<file path="src/design/tsr_params.svh">
`ifndef TSR_PARAMS_SVH
`define TSR_PARAMS_SVH
`define TSR_CLK_HZ          40000000
`define TSR_RST_MIN_NS      90
`define TSR_RST_MIN_CYC     (((`TSR_RST_MIN_NS * 40) + 999) / 1000)
`define TSR_HW_READY_MS     47
`define TSR_SW_READY_MS     69
`define TSR_POR_READY_MS    48
`define TSR_PEND_INPUT_MS   100
`define TSR_MS_CYC          (`TSR_CLK_HZ / 1000)
`define TSR_LINE_MAX_MS     2
`define TSR_ACQ_MAX_MS      250
`define TSR_RST_FLAG_BIT    7
`endif

</file>
<file path="src/design/tsr_pkg.sv">
package tsr_pkg;
	typedef enum logic [1:0] {
		TSR_CAUSE_POR,
		TSR_CAUSE_HW,
		TSR_CAUSE_SW
	} tsr_cause_t;
	typedef enum logic [1:0] {
		TSR_BOOT,
		TSR_SLEEP,
		TSR_BURST
	} tsr_scan_t;
endpackage

</file>
<file path="src/design/tsr_link_if.sv">
`timescale 1ns/1ps
`default_nettype none
interface tsr_link_if;
	logic reset_pin_n;
	logic pend_dev_out;
	logic pend_dev_oe;
	logic pend_host_out;
	logic pend_host_oe;
	logic cmd_reset;
	logic cmd_calibrate;
	logic noise_hint;
	logic [7:0] msg_data;
	logic msg_valid;
	logic msg_ack;
	wire pend_level = (pend_dev_oe && !pend_dev_out) || (pend_host_oe && !pend_host_out)
		? 1'b0 : 1'b1;
	modport device (
		input  reset_pin_n, pend_level, cmd_reset, cmd_calibrate, noise_hint, msg_ack,
		output pend_dev_out, pend_dev_oe, msg_data, msg_valid
	);
	modport host (
		input  pend_level, msg_data, msg_valid,
		output reset_pin_n, pend_host_out, pend_host_oe, cmd_reset, cmd_calibrate,
		noise_hint, msg_ack
	);
endinterface
`default_nettype wire

</file>
<file path="src/design/tsr_device.sv">
`include "tsr_params.svh"
`timescale 1ns/1ps
`default_nettype none
module tsr_device #(
	parameter int HW_READY_CYC  = `TSR_HW_READY_MS * `TSR_MS_CYC,
	parameter int SW_READY_CYC  = `TSR_SW_READY_MS * `TSR_MS_CYC,
	parameter int POR_READY_CYC = `TSR_POR_READY_MS * `TSR_MS_CYC,
	parameter int PEND_IN_CYC   = `TSR_PEND_INPUT_MS * `TSR_MS_CYC,
	parameter int ACQ_MAX_CYC   = `TSR_ACQ_MAX_MS * `TSR_MS_CYC,
	parameter int CW            = 24
) (
	// Clock and power-on reset.
	input  wire logic        clk,
	input  wire logic        resetn,
	// Link to the host.
	tsr_link_if.device       link,
	// Configuration.
	input  wire logic        self_test_enable,
	input  wire logic [CW-1:0] idle_cycle_interval,
	input  wire logic [CW-1:0] active_cycle_interval,
	input  wire logic [CW-1:0] active_idle_timeout,
	input  wire logic [CW-1:0] burst_length,
	input  wire logic [7:0]  charge_time_cfg,
	input  wire logic [7:0]  detect_limit,
	input  wire logic        self_cap_enable,
	// Measurement front end.
	input  wire logic        acq_done,
	input  wire logic        mutual_over,
	input  wire logic        mutual_usable,
	input  wire logic        self_over,
	input  wire logic        line_noise_high,
	input  wire logic        recal_request,
	// Status and control to the front end.
	output logic             ready,
	output logic             active_mode,
	output logic             touched,
	output logic             in_burst,
	output logic             signal_error_flag,
	output logic             self_test_run,
	output logic             calibrate,
	output logic             noise_suppress,
	output logic [7:0]       charge_time,
	output logic [7:0]       acq_gain_adj
);
	if (CW < 8 || HW_READY_CYC < 1 || SW_READY_CYC < 1 || POR_READY_CYC < 1
		|| PEND_IN_CYC < 1 || ACQ_MAX_CYC < 1) begin : g_bad_param
		$error("tsr_device: bad parameters");
	end

	logic [2:0] rpin_sync;
	logic [3:0] rlow_cnt;
	logic       pin_reset;
	logic [CW-1:0] boot_cnt;
	logic [CW-1:0] boot_target;
	logic [CW-1:0] pend_in_cnt;
	tsr_pkg::tsr_cause_t cause;
	tsr_pkg::tsr_scan_t  scan;
	logic [CW-1:0] cyc_cnt;
	logic [CW-1:0] idle_cnt;
	logic [CW-1:0] acq_cnt;
	logic [7:0]    det_cnt;
	logic          reset_flag;
	logic          pend_drive;
	logic          msg_valid_r;

	wire pin_low       = !rpin_sync[1];
	wire pin_released  = rpin_sync[2] && rpin_sync[1] && pin_reset;
	wire rlow_done     = (rlow_cnt >= 4'(`TSR_RST_MIN_CYC - 1));
	wire boot_done     = (scan == tsr_pkg::TSR_BOOT) && (boot_cnt >= boot_target);
	wire over          = self_cap_enable && !mutual_usable
		? self_over : mutual_over;
	wire [CW-1:0] cycle_len = active_mode ? active_cycle_interval : idle_cycle_interval;
	wire cycle_end     = (scan == tsr_pkg::TSR_SLEEP) && (cyc_cnt >= cycle_len);
	wire acq_timeout   = (scan == tsr_pkg::TSR_BURST) && (acq_cnt >= CW'(ACQ_MAX_CYC));
	wire any_reset     = pin_released || (link.cmd_reset && scan != tsr_pkg::TSR_BOOT);
	wire pend_in_done  = (pend_in_cnt >= CW'(PEND_IN_CYC));
	wire msg_start     = reset_flag && !msg_valid_r && pend_in_done
		&& (scan != tsr_pkg::TSR_BOOT);

	assign link.pend_dev_out = 1'b0;
	assign link.pend_dev_oe  = pend_drive;
	assign link.msg_valid    = msg_valid_r;
	assign link.msg_data     = {reset_flag, 7'h00};

	always_ff @(posedge clk) begin
		rpin_sync <= {rpin_sync[1], rpin_sync[0], link.reset_pin_n};
		if (!resetn)
			rpin_sync <= 3'h7;
	end

	always_ff @(posedge clk) begin
		if (!resetn) begin
			rlow_cnt  <= 4'h0;
			pin_reset <= 1'b0;
		end else if (pin_low) begin
			rlow_cnt <= rlow_done ? rlow_cnt : rlow_cnt + 4'h1;
			if (rlow_done)
				pin_reset <= 1'b1;
		end else begin
			rlow_cnt  <= 4'h0;
			pin_reset <= pin_reset && !pin_released;
		end
	end

	always_comb begin
		unique case (cause)
			tsr_pkg::TSR_CAUSE_POR: boot_target = CW'(POR_READY_CYC);
			tsr_pkg::TSR_CAUSE_HW:  boot_target = CW'(HW_READY_CYC);
			tsr_pkg::TSR_CAUSE_SW:  boot_target = CW'(SW_READY_CYC);
			default:                boot_target = CW'(POR_READY_CYC);
		endcase
	end

	always_ff @(posedge clk) begin
		if (!resetn) begin
			cause       <= tsr_pkg::TSR_CAUSE_POR;
			scan        <= tsr_pkg::TSR_BOOT;
			boot_cnt    <= '0;
			pend_in_cnt <= '0;
			ready       <= 1'b0;
			reset_flag  <= 1'b0;
			pend_drive  <= 1'b0;
			msg_valid_r <= 1'b0;
			self_test_run <= 1'b0;
		end else if (any_reset || (pin_reset && pin_low)) begin
			cause       <= pin_reset ? tsr_pkg::TSR_CAUSE_HW : tsr_pkg::TSR_CAUSE_SW;
			scan        <= tsr_pkg::TSR_BOOT;
			boot_cnt    <= '0;
			pend_in_cnt <= '0;
			ready       <= 1'b0;
			pend_drive  <= 1'b0;
			msg_valid_r <= 1'b0;
		end else begin
			if (scan == tsr_pkg::TSR_BOOT)
				boot_cnt <= boot_cnt + CW'(1);
			if (!pend_in_done)
				pend_in_cnt <= pend_in_cnt + CW'(1);
			self_test_run <= (scan == tsr_pkg::TSR_BOOT) && (cause == tsr_pkg::TSR_CAUSE_POR)
				&& self_test_enable;
			if (msg_start)
				msg_valid_r <= 1'b1;
			else if (msg_valid_r && link.msg_ack) begin
				msg_valid_r <= 1'b0;
				reset_flag  <= 1'b0;
			end
			if (boot_done) begin
				scan       <= tsr_pkg::TSR_SLEEP;
				ready      <= 1'b1;
				reset_flag <= 1'b1;
			end
			pend_drive <= msg_start || (msg_valid_r && !link.msg_ack);
			if (cycle_end)
				scan <= tsr_pkg::TSR_BURST;
			else if (scan == tsr_pkg::TSR_BURST && (acq_done || acq_timeout))
				scan <= tsr_pkg::TSR_SLEEP;
		end
	end

	always_ff @(posedge clk) begin
		if (!resetn || scan == tsr_pkg::TSR_BOOT) begin
			cyc_cnt     <= '0;
			acq_cnt     <= '0;
			idle_cnt    <= '0;
			det_cnt     <= 8'h00;
			touched     <= 1'b0;
			active_mode <= 1'b0;
			in_burst    <= 1'b0;
			signal_error_flag <= 1'b0;
		end else begin
			in_burst <= (scan == tsr_pkg::TSR_BURST);
			cyc_cnt  <= cycle_end ? '0 : cyc_cnt + CW'(1);
			acq_cnt  <= (scan == tsr_pkg::TSR_BURST) ? acq_cnt + CW'(1) : '0;
			if (acq_timeout)
				signal_error_flag <= 1'b1;
			else if (link.msg_ack)
				signal_error_flag <= 1'b0;
			if (scan == tsr_pkg::TSR_BURST && acq_done) begin
				if (over) begin
					det_cnt <= (det_cnt >= detect_limit) ? det_cnt : det_cnt + 8'h01;
					touched <= (det_cnt + 8'h01 >= detect_limit);
				end else begin
					det_cnt <= 8'h00;
					touched <= 1'b0;
				end
			end
			if (touched) begin
				active_mode <= 1'b1;
				idle_cnt    <= '0;
			end else if (active_mode) begin
				idle_cnt <= idle_cnt + CW'(1);
				if (idle_cnt >= active_idle_timeout)
					active_mode <= 1'b0;
			end
		end
	end

	always_ff @(posedge clk) begin
		if (!resetn) begin
			calibrate      <= 1'b0;
			noise_suppress <= 1'b0;
			charge_time    <= 8'h00;
			acq_gain_adj   <= 8'h00;
		end else begin
			calibrate      <= boot_done || link.cmd_calibrate || recal_request;
			noise_suppress <= link.noise_hint || line_noise_high;
			charge_time    <= charge_time_cfg;
			acq_gain_adj   <= noise_suppress ? charge_time_cfg + 8'h04 : charge_time_cfg;
		end
	end
endmodule
`default_nettype wire

</file>
<file path="src/flat_wrapper.sv">
// flat-port wrapper written by rule: the top's interface ports become plain ports
module tsr_device_flat 
#(
	parameter int HW_READY_CYC  = `TSR_HW_READY_MS * `TSR_MS_CYC,
	parameter int SW_READY_CYC  = `TSR_SW_READY_MS * `TSR_MS_CYC,
	parameter int POR_READY_CYC = `TSR_POR_READY_MS * `TSR_MS_CYC,
	parameter int PEND_IN_CYC   = `TSR_PEND_INPUT_MS * `TSR_MS_CYC,
	parameter int ACQ_MAX_CYC   = `TSR_ACQ_MAX_MS * `TSR_MS_CYC,
	parameter int CW            = 24
)
  (clk, resetn, self_test_enable, idle_cycle_interval, active_cycle_interval, active_idle_timeout, burst_length, charge_time_cfg, detect_limit, self_cap_enable, acq_done, mutual_over, mutual_usable, self_over, line_noise_high, recal_request, ready, active_mode, touched, in_burst, signal_error_flag, self_test_run, calibrate, noise_suppress, charge_time, acq_gain_adj, link_reset_pin_n, link_cmd_reset, link_cmd_calibrate, link_noise_hint, link_msg_ack, link_pend_dev_out, link_pend_dev_oe, link_msg_data, link_msg_valid);
  tsr_link_if link_i ();
  input  wire logic clk;
  input  wire logic resetn;
  input  wire logic self_test_enable;
  input  wire logic [CW-1:0] idle_cycle_interval;
  input  wire logic [CW-1:0] active_cycle_interval;
  input  wire logic [CW-1:0] active_idle_timeout;
  input  wire logic [CW-1:0] burst_length;
  input  wire logic [7:0] charge_time_cfg;
  input  wire logic [7:0] detect_limit;
  input  wire logic self_cap_enable;
  input  wire logic acq_done;
  input  wire logic mutual_over;
  input  wire logic mutual_usable;
  input  wire logic self_over;
  input  wire logic line_noise_high;
  input  wire logic recal_request;
  output logic ready;
  output logic active_mode;
  output logic touched;
  output logic in_burst;
  output logic signal_error_flag;
  output logic self_test_run;
  output logic calibrate;
  output logic noise_suppress;
  output logic [7:0] charge_time;
  output logic [7:0] acq_gain_adj;
  input wire logic [$bits(link_i.reset_pin_n)-1:0] link_reset_pin_n;
  input wire logic [$bits(link_i.cmd_reset)-1:0] link_cmd_reset;
  input wire logic [$bits(link_i.cmd_calibrate)-1:0] link_cmd_calibrate;
  input wire logic [$bits(link_i.noise_hint)-1:0] link_noise_hint;
  input wire logic [$bits(link_i.msg_ack)-1:0] link_msg_ack;
  output wire logic [$bits(link_i.pend_dev_out)-1:0] link_pend_dev_out;
  output wire logic [$bits(link_i.pend_dev_oe)-1:0] link_pend_dev_oe;
  output wire logic [$bits(link_i.msg_data)-1:0] link_msg_data;
  output wire logic [$bits(link_i.msg_valid)-1:0] link_msg_valid;
  assign link_i.reset_pin_n = link_reset_pin_n;
  assign link_i.cmd_reset = link_cmd_reset;
  assign link_i.cmd_calibrate = link_cmd_calibrate;
  assign link_i.noise_hint = link_noise_hint;
  assign link_i.msg_ack = link_msg_ack;
  assign link_pend_dev_out = link_i.pend_dev_out;
  assign link_pend_dev_oe = link_i.pend_dev_oe;
  assign link_msg_data = link_i.msg_data;
  assign link_msg_valid = link_i.msg_valid;
  tsr_device #(.HW_READY_CYC(HW_READY_CYC), .SW_READY_CYC(SW_READY_CYC), .POR_READY_CYC(POR_READY_CYC), .PEND_IN_CYC(PEND_IN_CYC), .ACQ_MAX_CYC(ACQ_MAX_CYC), .CW(CW)) u_core (.clk(clk), .resetn(resetn), .link(link_i), .self_test_enable(self_test_enable), .idle_cycle_interval(idle_cycle_interval), .active_cycle_interval(active_cycle_interval), .active_idle_timeout(active_idle_timeout), .burst_length(burst_length), .charge_time_cfg(charge_time_cfg), .detect_limit(detect_limit), .self_cap_enable(self_cap_enable), .acq_done(acq_done), .mutual_over(mutual_over), .mutual_usable(mutual_usable), .self_over(self_over), .line_noise_high(line_noise_high), .recal_request(recal_request), .ready(ready), .active_mode(active_mode), .touched(touched), .in_burst(in_burst), .signal_error_flag(signal_error_flag), .self_test_run(self_test_run), .calibrate(calibrate), .noise_suppress(noise_suppress), .charge_time(charge_time), .acq_gain_adj(acq_gain_adj));
endmodule
</file>
<file path="config.mk">
export PLATFORM = sky130hd
export DESIGN_NAME = tsr_device_flat
export DESIGN_NICKNAME = d
export VERILOG_FILES = /design/src/design/tsr_pkg.sv /design/src/design/tsr_link_if.sv /design/src/design/tsr_device.sv /design/src/flat_wrapper.sv
export VERILOG_INCLUDE_DIRS = /design/src /design/src/design
export SDC_FILE = /design/constraint.sdc
export NUM_CORES = 1
export LEC_CHECK = 0
export ABC_AREA = 1
export BUFFER_PORTS_ARGS = -buffer_cell sky130_fd_sc_hd__buf_4
export CELL_PAD_IN_SITES_DETAIL_PLACEMENT = 1
export CELL_PAD_IN_SITES_GLOBAL_PLACEMENT = 2
export CORE_ASPECT_RATIO = 2
export CORE_MARGIN = 4
export CORE_UTILIZATION = 34
export DETAILED_ROUTE_END_ITERATION = 12
export HOLD_SLACK_MARGIN = 0.02
export PLACE_DENSITY = 0.9
export SLEW_MARGIN = 20
export SYNTH_ARGS = -nofsm -noshare
export SYNTH_HDL_FRONTEND = slang
export SYNTH_SLANG_ARGS = --single-unit
</file>
<file path="constraint.sdc">
create_clock -name clk -period 5.3 [get_ports clk]
set_clock_uncertainty 0.2 [all_clocks]
set_input_delay 1.06 -clock clk [delete_from_list [all_inputs] [get_ports clk]]
set_output_delay 1.06 -clock clk [all_outputs]
set_load 0.005 [all_outputs]
</file>
==> impl_metrics.csv, run 1 <==
group,metric,value,unit
logic_synthesis,synth-async-reset-ratio,0,
hold_path,worstHoldStart,"u_core.rpin_sync[0]$_SDFF_PN1_",
sta,setup_tns,0,ps
logic_synthesis,synth_top_area_cell,"dfxtp_1",
logic_synthesis,synth_edf_count,0,
die,row_count,89,
logic_synthesis,ys_seq_elements,165,
sta,fin_crit,3600,ps
die,core_area,0.0296,mm²
drt,remaining_drc_errors,0,
clock_network,h-tree-depth,4,
global_route,overflow,0,
pwr,power_density,224,mW/mm²
sta,fmax,0.277,GHz
clock_network,cts_resized,0,
clock_network,clkTransAtPathRegs,70,ps
logic_synthesis,synth_area,0.0102,mm²
logic_synthesis,synth.distinct_cells,44,
finish,layout-drive-gt1-share,0.123,
setup_path,crit_top_cell,"nand2_1",
logic_synthesis,synth_seq_area_share,0.323,
drt,routed-via-count,9915,
setup_path,required,5460,ps
placed_design,postPlaceCellArea,0.0115,mm²
sta,setup_viol,0,
drt,via_per_inst,4.97,
clock_network,clk_latency,450,ps
drt,drt_iter0_markers,237,
clock_network,root_buffer,"clkbuf_16",
pwr,finalPower,2.72,mW
finish,antenna-diode-count,0,
setup_path,critical_path.cell_chain,"mux2i_1 -> ha_1 -> nand2_1 -> inv_1 -> nand3_1 -> a21oi_1 -> nor2_1 -> nand4_1 -> nand2_1 -> nand2_1 -> nor2_1",
setup_path,path_max_fanout,31,
logic_synthesis,yosys_warnings,0,
logic_synthesis,yosysMostFrequentCell,"nand2_1",
hold_path,hold_path_class,"flop to flop",
die,die_w,131,µm
clock_network,clock-sinks,165,
global_route,grt_pass1_wl,48.4,mm
sta,fin_hold_ws,225,ps
drt,postRouteAntennaNets,0,
logic_synthesis,ys.flop_type,"dfxtp_1",
setup_path,worst-r2r-cell-count,11,
die,die_h,253,µm
setup_path,end_kind,"flop",
finish,final_area,0.0121,mm²
logic_synthesis,synth_area_leaders,"dfxtp_1 32%, nand2_1 12%, ha_1 11%",
setup_path,critPathSlowestCell,"dfxtp_2",
logic_synthesis,synth_top_area_frac,0.323,
setup_path,rrSetupSlack,1700,ps
logic_synthesis,synth_common_cells,"336 x nand2_1, 239 x inv_1, 165 x dfxtp_1, 164 x nor2_1, 118 x a21oi_1",
setup_path,worstReg2RegStart,"u_core.active_mode$_SDFF_PP0_",
drt,firstDrtPassIters,4,
sta,hold_viol,0,
setup_path,reg2reg_to,"u_core.cyc_cnt[22]$_SDFF_PP0_",
die,start_util,0.345,
clock_network,cts_buffers,17,
finish,synthToLayoutAreaGrowth,18.5,%
placed_design,place.gp.congestion,0.836,
hold_path,worstHoldEndpoint,"u_core.rpin_sync[1]$_SDFF_PN1_",
drt,drt_wl_total,29.6,mm
pwr,p_leak,5.23,nW
clock_network,cts_tree,"yes",
clock_network,clk_path_buf_depth,2,
setup_path,worst_setup_path_start_kind,"flop",
logic_synthesis,synth_area_per_cell,6.86,µm²
hold_path,hold_path_depth,1,
global_route,grt_pass1_vias,10500,
placed_design,io_buffers,129,
sta,maxSlewViolCount,0,
finish,fin_util,0.410,
sta,final.period_utilization,0.680,
setup_path,max_stage_delay,880,ps
global_route,grt_usage,0.184,
clock_network,cts_setup_buffers,0,
global_route,grt_start_max_net_pins,32,
global_route,antenna_found_initial,0,
die,die-area,0.0331,mm²
logic_synthesis,synthCells,1492,
outcome,status,"complete, no violations",
setup_path,path_class,"flop to flop",
pwr,vdd_drop_max,0.218,mV
sta,slew-limit-headroom,0.372,
finish,final_nets,1837,
setup_path,worstPathArrival,3760,ps
clock_network,holdBufCountCts,0,
drt,drt-wirelength-per-cell,14.8,µm
sta,rsz0062_at_grt,"no",
flow_run,max_cap_viol_count,0,
placed_design,dp_hpwl,24.0,mm
sta,tightest_slew,940,ps
finish,n_fill_cell,3815,
die,io_pins,162,
## per-layer routing
layer	global-route usage	up-vias	share of wire
li1	-	5027	-
met4	0.0750	0	0.035
met5	0	-	0
met1	0.165	4684	0.34
met2	0.382	147	0.60
met3	0.0338	57	0.027
## worst max-delay path by stage
| stage | from | endpoint | slack (ps) | cells past startpoint |
|---|---|---|---|---|
| finish | u_core.active_mode$_SDFF_PP0_ | u_core.cyc_cnt[22]$_SDFF_PP0_ | 1700 | 11 |
| global route | u_core.active_mode$_SDFF_PP0_ | u_core.cyc_cnt[14]$_SDFF_PP0_ | 1340 | 9 |
| CTS | u_core.active_mode$_SDFF_PP0_ | u_core.cyc_cnt[14]$_SDFF_PP0_ | 1510 | 11 |
| detailed placement | active_cycle_interval[23] | u_core.cyc_cnt[22]$_SDFF_PP0_ | 1410 | 12 |
| global placement | active_cycle_interval[23] | u_core.cyc_cnt[17]$_SDFF_PP0_ | 1530 | 10 |
| floorplan | active_cycle_interval[15] | u_core.cyc_cnt[10]$_SDFF_PP0_ | 2680 | 12 |
## flip-flops by register name, summed over array words and instances (netlist names)
signal and count:
u_core.acq_cnt 24, u_core.noise_suppress 1, u_core.pend_in_cnt 24, u_core.in_burst 1, u_core.pin_reset 1, u_core.calibrate 1, u_core.active_mode 1, u_core.boot_cnt 24
u_core.signal_error_flag 1, u_core.reset_flag 1, u_core.self_test_run 1, u_core.cause 2, u_core.scan 2, u_core.cyc_cnt 24, u_core.rpin_sync 3, u_core.touched 1
u_core.idle_cnt 24, u_core.charge_time 6, u_core.acq_gain_adj 8, u_core.rlow_cnt 4, u_core.link.msg_valid 1, u_core.ready 1, u_core.link.pend_dev_oe 1, u_core.det_cnt 8
## power by group
group	total, mW	leakage, nW	internal [mW]	switching [mW]
Combinational	0.167	3.60	0.0892	0.0780
Clock	1.29	0.295	0.679	0.614
Sequential	1.26	1.34	1.25	0.00832
## area by class of cell
cell class                      instances  area (µm²)  share of cell area
Multi-Input combinational cell       1061        5870               0.484
Sequential cell                       165        3300               0.272
Timing Repair Buffer                  132         991              0.0817
Inverter                              242         908              0.0749
Tap cell                              364         455              0.0375
Clock buffer                           17         425              0.0351
Clock inverter                         15         179              0.0147
## worst max-delay path, delay by kind of cell, from the launching register on
kind                       cells  cell delay, ps
AOI/OAI and AO/OA              1              40
buffers and inverters          1              50
and+or+nand+nor                7            1550
muxes                          1             450
adders and majority gates      1             310
DFF                            1             880
## cells in the final DEF (no fill, tap or decap), drive strengths merged, types with 5 or more instances in the layout
cell and count:
nand2 339, inv 252, nor2 177, dfxtp 165
buf 132, a21oi 118, ha 91, nand3 67
nor3 54, o21ai 54, nand4 39, xor2 24
mux2i 23, clkbuf 17, xnor2 13, or2 8
conb 8, nor3b 8, o21a 7, nor4 5
## stage by stage
| stage | setup WS [ps] | instances |
|---|---|---|
| after floorplan | 2680 | 1499 |
| after global placement | 1530 | 1964 |
| after detailed placement | 1410 | 1964 |
| after CTS | 1510 | 1996 |
| after global routing | 1340 | 1996 |
| final | 1700 | 1996 |
## cells by family (layout without fill, tap and decap cells)
| group | after synthesis | count (layout) | share of synthesized area |
|---|---|---|---|
| adder cells (fa/ha/maj) | 91 | 91 | 0.111 |
| multiplexers | 23 | 23 | 0.0225 |
| flip-flops | 165 | 165 | 0.323 |
| AO/OA/AOI/OAI | 193 | 193 | 0.0995 |
| AND/OR/NAND/NOR | 709 | 709 | 0.305 |
| XOR/XNOR | 37 | 37 | 0.0317 |
| buffers and inverters | 273 | 406 | 0.106 |
| other | 1 | 8 | 0.000366 |
Power figures use the tool's default switching activity.
==> inputs of run 2 (changes only) <==
--- a/config.mk
+++ b/config.mk
@@ -12,10 +12,10 @@
 export CELL_PAD_IN_SITES_GLOBAL_PLACEMENT = 2
 export CORE_ASPECT_RATIO = 2
 export CORE_MARGIN = 4
-export CORE_UTILIZATION = 34
+export CORE_UTILIZATION = 29
 export DETAILED_ROUTE_END_ITERATION = 12
 export HOLD_SLACK_MARGIN = 0.02
-export PLACE_DENSITY = 0.9
+export PLACE_DENSITY = 0.82
 export SLEW_MARGIN = 20
 export SYNTH_ARGS = -nofsm -noshare
 export SYNTH_HDL_FRONTEND = slang
==> constraint.sdc (replaced) <==
create_clock -name clk -period 3.08 [get_ports clk]
set_clock_uncertainty 0.2 [all_clocks]
set_input_delay 0.616 -clock clk [delete_from_list [all_inputs] [get_ports clk]]
set_output_delay 0.616 -clock clk [all_outputs]
set_load 0.005 [all_outputs]
==> run 2 against run 1 <==
Wire length rose by 1.3%. Setup slack worse by 1300 ps. Critical path depth unchanged. Combinational power grew 73%. First-iteration DRC count rose by 0.42%. Critical path type unchanged. Largest cell class unchanged.
==> impl_metrics.csv, run 2 (synthesis gave the netlist of run 1 again) <==
group,metric,value,unit
clock_network,clk_path_buf_depth,2,
clock_network,holdBufCountCts,0,
placed_design,postPlaceCellArea,0.0117,mm²
setup_path,path_max_fanout,31,
sta,rsz0062_at_grt,"no",
clock_network,cts_buffers,17,
global_route,grt_usage,0.158,
pwr,power_density,369,mW/mm²
drt,drt_wl_total,30.0,mm
die,die_w,141,µm
clock_network,cts_resized,0,
die,io_pins,162,
drt,via_per_inst,4.76,
finish,final_nets,1847,
flow_run,max_cap_viol_count,0,
setup_path,max_stage_delay,340,ps
finish,antenna-diode-count,0,
sta,setup_tns,0,ps
setup_path,required,3260,ps
drt,firstDrtPassIters,4,
clock_network,cts_tree,"yes",
sta,maxSlewViolCount,0,
outcome,status,"complete, no violations",
finish,n_fill_cell,4485,
clock_network,clkTransAtPathRegs,70,ps
global_route,antenna_found_initial,0,
finish,layout_common_cells,"336 x nand2_1, 239 x inv_1, 164 x nor2_1, 164 x dfxtp_1, 141 x buf_4",
hold_path,hold_path_class,"input port to flop",
drt,routed-via-count,9929,
sta,hold_viol,0,
drt,drt-wirelength-per-cell,14.4,µm
setup_path,end_kind,"flop",
global_route,grt_pass1_vias,10500,
die,die_h,274,µm
die,die-area,0.0385,mm²
clock_network,cts_setup_buffers,0,
finish,final_common_cell,"nand2_1",
pwr,p_leak,5.26,nW
setup_path,critPathSlowestCell,"dfxtp_2",
drt,postRouteAntennaNets,0,
sta,fin_crit,2650,ps
finish,synthToLayoutAreaGrowth,19.9,%
setup_path,critical_path.cell_chain,"buf_12 -> mux2i_1 -> ha_1 -> a21oi_1 -> o21ai_0 -> nor2_1 -> nand4_1 -> nand2_1 -> nand2_1 -> buf_4 -> nor2_1",
drt,drt_iter0_markers,238,
global_route,overflow,0,
setup_path,worstPathArrival,2830,ps
finish,layout-drive-gt1-share,0.127,
setup_path,worst_setup_path_start_kind,"flop",
clock_network,root_buffer,"clkbuf_16",
pwr,vdd_drop_max,0.405,mV
setup_path,rrSetupSlack,430,ps
die,start_util,0.293,
placed_design,io_buffers,129,
global_route,grt_pass1_wl,49.1,mm
placed_design,dp_hpwl,24.6,mm
placed_design,place.gp.congestion,0.818,
sta,tightest_slew,559,ps
clock_network,h-tree-depth,4,
sta,final.period_utilization,0.860,
finish,final_area,0.0123,mm²
clock_network,clk_latency,450,ps
setup_path,critPathLaunch,"u_core.active_mode$_SDFF_PP0_",
sta,setup_viol,0,
die,core_area,0.0350,mm²
clock_network,clock-sinks,165,
drt,remaining_drc_errors,0,
sta,fmax,0.378,GHz
sta,slew-limit-headroom,0.625,
setup_path,path_class,"flop to flop",
die,row_count,97,
setup_path,worstReg2RegStart,"u_core.active_mode$_SDFF_PP0_",
hold_path,worstHoldStart,"charge_time_cfg[1]",
global_route,grt_start_max_net_pins,32,
## run 2: cell types whose count changed in the layout (fill, tap and decap cells not counted)
cell,change
clkinv_2,+4
buf_4,+9
buf_12,+1
clkinv_4,+3
inv_8,-4
inv_6,-2
clkinv_8,-2
## run 2: where the power goes
group	leakage [nW]	internal (mW)	total [mW]	switching [mW]
combinational	3.65	0.155	0.289	0.134
clock	0.276	1.12	2.07	0.955
sequential	1.34	2.15	2.17	0.0141
## run 2: area by class of cell
type                    instances  area [µm²]  share of cell area
repair buffers                142        1080              0.0879
clock inverters                14         130              0.0106
well taps                     445         557              0.0454
multi-input cells            1061        5870               0.478
inverters                     242         908              0.0740
clock buffers                  17         425              0.0347
flip-flops and latches        165        3300               0.269
## run 2: worst paths after layout
path,endpoint,cells after the start
max,u_core.cyc_cnt[9]$_SDFF_PP0_,11
min,u_core.acq_gain_adj[1]$_SDFF_PN0_,3
max reg2reg,u_core.cyc_cnt[9]$_SDFF_PP0_,11
min reg2reg,u_core.rpin_sync[1]$_SDFF_PN1_,1
## run 2: per-layer routing
metal	GRT usage	share of wire
met1	0.139	0.34
met2	0.334	0.60
met3	0.0240	0.026
met4	0.0710	0.037
met5	0	0
## run 2: per-stage QoR
| stage | instances | setup WS [ps] | util | hold WS (ps) | power (mW) |
|---|---|---|---|---|---|
| floorplan | 1499 | 686 | - | 193 | 2.35 |
| global placement | 2055 | 320 | 0.335 | 204 | 2.50 |
| detailed placement | 2055 | 260 | 0.335 | 214 | 2.51 |
| CTS | 2086 | 323 | 0.351 | 128 | 4.63 |
| global route | 2086 | 218 | 0.351 | 139 | 4.74 |
| finish | 2086 | 431 | 0.351 | 155 | 4.53 |
## run 2: worst max-delay path, delay by kind of cell (launching register included)
family	cells	cell delay [ps]
AND/OR/NAND/NOR	5	740
AO/OA/AOI/OAI	2	230
buffers and inverters	2	430
flip-flops	1	340
multiplexers	1	300
adder cells (fa/ha/maj)	1	300
==> inputs of run 3 (changes only) <==
--- a/config.mk
+++ b/config.mk
@@ -12,10 +12,10 @@
 export CELL_PAD_IN_SITES_GLOBAL_PLACEMENT = 2
 export CORE_ASPECT_RATIO = 2
 export CORE_MARGIN = 4
-export CORE_UTILIZATION = 29
+export CORE_UTILIZATION = 32
 export DETAILED_ROUTE_END_ITERATION = 12
 export HOLD_SLACK_MARGIN = 0.02
-export PLACE_DENSITY = 0.82
+export PLACE_DENSITY = 0.85
 export SLEW_MARGIN = 20
 export SYNTH_ARGS = -nofsm -noshare
 export SYNTH_HDL_FRONTEND = slang
==> constraint.sdc (replaced) <==
create_clock -name clk -period 2.5 [get_ports clk]
set_clock_uncertainty 0.2 [all_clocks]
set_input_delay 0.5 -clock clk [delete_from_list [all_inputs] [get_ports clk]]
set_output_delay 0.5 -clock clk [all_outputs]
set_load 0.005 [all_outputs]
==> run 3 against run 2 <==
The flow now finishes with violations (negative setup slack). Via count increased by 1.3%. Register-to-register slack worse by 450 ps. Final area rose by 2.6%. Die area shrank 9.0%. Worst hold slack lost 100 ps. Total power up 24%. Combinational power increased by 27%. Clock power increased by 26%. Critical path type unchanged.
==> impl_metrics.csv, run 3 (synthesis gave the netlist of run 1 again) <==
group,metric,value,unit
clock_network,clkTransAtPathRegs,70,ps
drt,dr_wl_met2,19.0,mm
drt,drt-wirelength-per-cell,14.8,µm
sta,rsz0062_at_grt,"yes",
outcome,status,"complete, but fails checks",
flow_run,max_cap_viol_count,0,
die,die_h,261,µm
setup_path,worst-r2r-cell-count,16,
clock_network,clk_path_buf_depth,2,
drt,drt_wl_total,31.0,mm
setup_path,crit_top_cell,"nand2_1",
sta,setup_viol,25,
clock_network,clock-sinks,165,
setup_path,end_kind,"flop",
sta,fmax,0.396,GHz
pwr,combPwrFrac,0.065,
placed_design,io_buffers,129,
pwr,p_seq_frac,0.474,
die,core_area,0.0315,mm²
setup_path,max_stage_delay,390,ps
sta,setup_tns,-293,ps
setup_path,cp_num_buf_inv,4,
pwr,p_sw,1.38,mW
placed_design,post-place-ws,-97.7,ps
pwr,internal_power,4.26,mW
finish,layout_common_cells,"333 x nand2_1, 239 x inv_1, 164 x dfxtp_1, 161 x nor2_1, 161 x buf_4",
global_route,grt_start_max_net_pins,26,
drt,wl_met1,10.3,mm
setup_path,critPathSlowestCell,"dfxtp_4",
sta,final.period_utilization,1.01,
finish,layout-drive-gt1-share,0.149,
die,row_count,92,
hold_path,hold_path_class,"input port to flop",
setup_path,worst_setup_path_start_kind,"flop",
setup_path,crit_cells,16,
pwr,p_sw_frac,0.245,
die,io_pins,162,
drt,top_layer_used,"met4",
hold_path,hold_path_depth,3,
global_route,grt_pass1_wl,50.6,mm
pwr,power_density,448,mW/mm²
pwr,vdd_drop_max,0.463,mV
placed_design,place.gp.congestion,0.813,
clock_network,root_buffer,"clkbuf_16",
drt,remaining_drc_errors,0,
sta,maxSlewViolCount,0,
global_route,antenna_found_initial,0,
drt,routed-via-count,10100,
finish,final_common_cell,"nand2_1",
clock_network,clk_latency,450,ps
clock_network,h-tree-depth,4,
clock_network,cts_tree,"yes",
drt,firstDrtPassIters,5,
pwr,p_leak,5.44,nW
sta,hold_viol,0,
die,start_util,0.324,
sta,fin_crit,2520,ps
drt,via_per_inst,4.80,
global_route,grt_pass1_vias,11000,
finish,synthToLayoutAreaGrowth,23.1,%
setup_path,path_max_fanout,24,
die,die_w,134,µm
setup_path,crit_family,"simple AND/OR/NAND/NOR gates",
finish,n_fill_cell,4097,
global_route,grt_usage,0.179,
finish,antenna-diode-count,0,
pwr,clockPowerShare,0.461,
global_route,overflow,0,
setup_path,required,2680,ps
drt,postRouteAntennaNets,0,
setup_path,worstPathArrival,2710,ps
sta,layout_setup_ws,-23.9,ps
drt,drt_iter0_markers,257,
placed_design,dp_hpwl,25.1,mm
finish,final_nets,1878,
drt,wl_met3,639,µm
setup_path,path_class,"flop to flop",
clock_network,cts_buffers,17,
setup_path,critical_path.cell_chain,"buf_12 -> buf_6 -> mux2i_2 -> ha_1 -> nand2_2 -> inv_1 -> nand2_1 -> nand2_1 -> nand2_1 -> nand2_1 -> nand2_1 -> nand4_1 -> nand2_2 -> nand2_2 -> buf_12 -> nor2_1",
die,die-area,0.0351,mm²
outcome,violations,"negative setup slack",
## run 3: area by class of cell
type	count	area, µm²	share of cell area
tap	423	529	0.0420
sequential	165	3310	0.263
clock inverter	14	126	0.0100
timing repair buffer	173	1380	0.110
inverter	242	908	0.0721
multi-input combinational	1061	5900	0.469
clock buffer	18	439	0.0349
## run 3: final timing paths
path | slack [ps] | endpoint | start
setup / recovery | -20 | u_core.cyc_cnt[13]$_SDFF_PP0_ | u_core.active_mode$_SDFF_PP0_
hold / removal | 50 | u_core.charge_time[7]$_SDFF_PN0_ | charge_time_cfg[7]
setup reg to reg | -20 | u_core.cyc_cnt[13]$_SDFF_PP0_ | u_core.active_mode$_SDFF_PP0_
hold reg to reg | 220 | u_core.rpin_sync[1]$_SDFF_PN1_ | u_core.rpin_sync[0]$_SDFF_PN1_
## run 3: worst register-to-register path: stages, from the launching register on
cell	delay (ps)
dfxtp_4	390
buf_12	140
buf_6	120
mux2i_2	210
ha_1	280
nand2_2	90
inv_1	40
nand2_1	60
nand2_1	60
nand2_1	60
nand2_1	60
nand2_1	60
nand4_1	190
nand2_2	160
nand2_2	80
buf_12	160
nor2_1	100
## run 3: per-layer routing
metal	up-vias	track usage
li1	5112	-
met1	4768	0.151
met2	127	0.391
met3	55	0.0285
met4	0	0.0747
met5	-	0
## run 3: stage by stage
| step | hold slack [ps] | utilization | power, mW | area (µm²) | instances |
|---|---|---|---|---|---|
| floorplan | 193 | - | 2.89 | 10300 | 1499 |
| global placement | 203 | 0.377 | 3.08 | 11900 | 2055 |
| detailed placement | 201 | 0.377 | 3.10 | 11900 | 2055 |
| CTS | 27.6 | 0.397 | 5.75 | 12500 | 2093 |
| global route | 46.8 | 0.399 | 5.89 | 12600 | 2096 |
| finish | 50.5 | 0.399 | 5.64 | 12600 | 2096 |
## run 3: repair_timing
| item | 4_1_cts | 5_1_grt |
|---|---|---|
| setup buffers | 3 | 2 |
| endpoints found under the hold margin | 3 | 0 |
| endpoints found under the setup margin | 24 | 27 |
| hold buffers | 3 | 0 |
| gates resized for setup | 4 | 14 |
| gates cloned | 0 | 1 |
| pin swaps | 2 | 3 |
## run 3: power groups by stage
stage	sequential [mW]	clock, mW	combinational [mW]
after floorplan	2.73	0	0.162
after global placement	2.73	0	0.351
after detailed placement	2.73	0	0.365
after CTS	2.67	2.71	0.372
after global routing	2.67	2.80	0.416
final	2.67	2.60	0.368
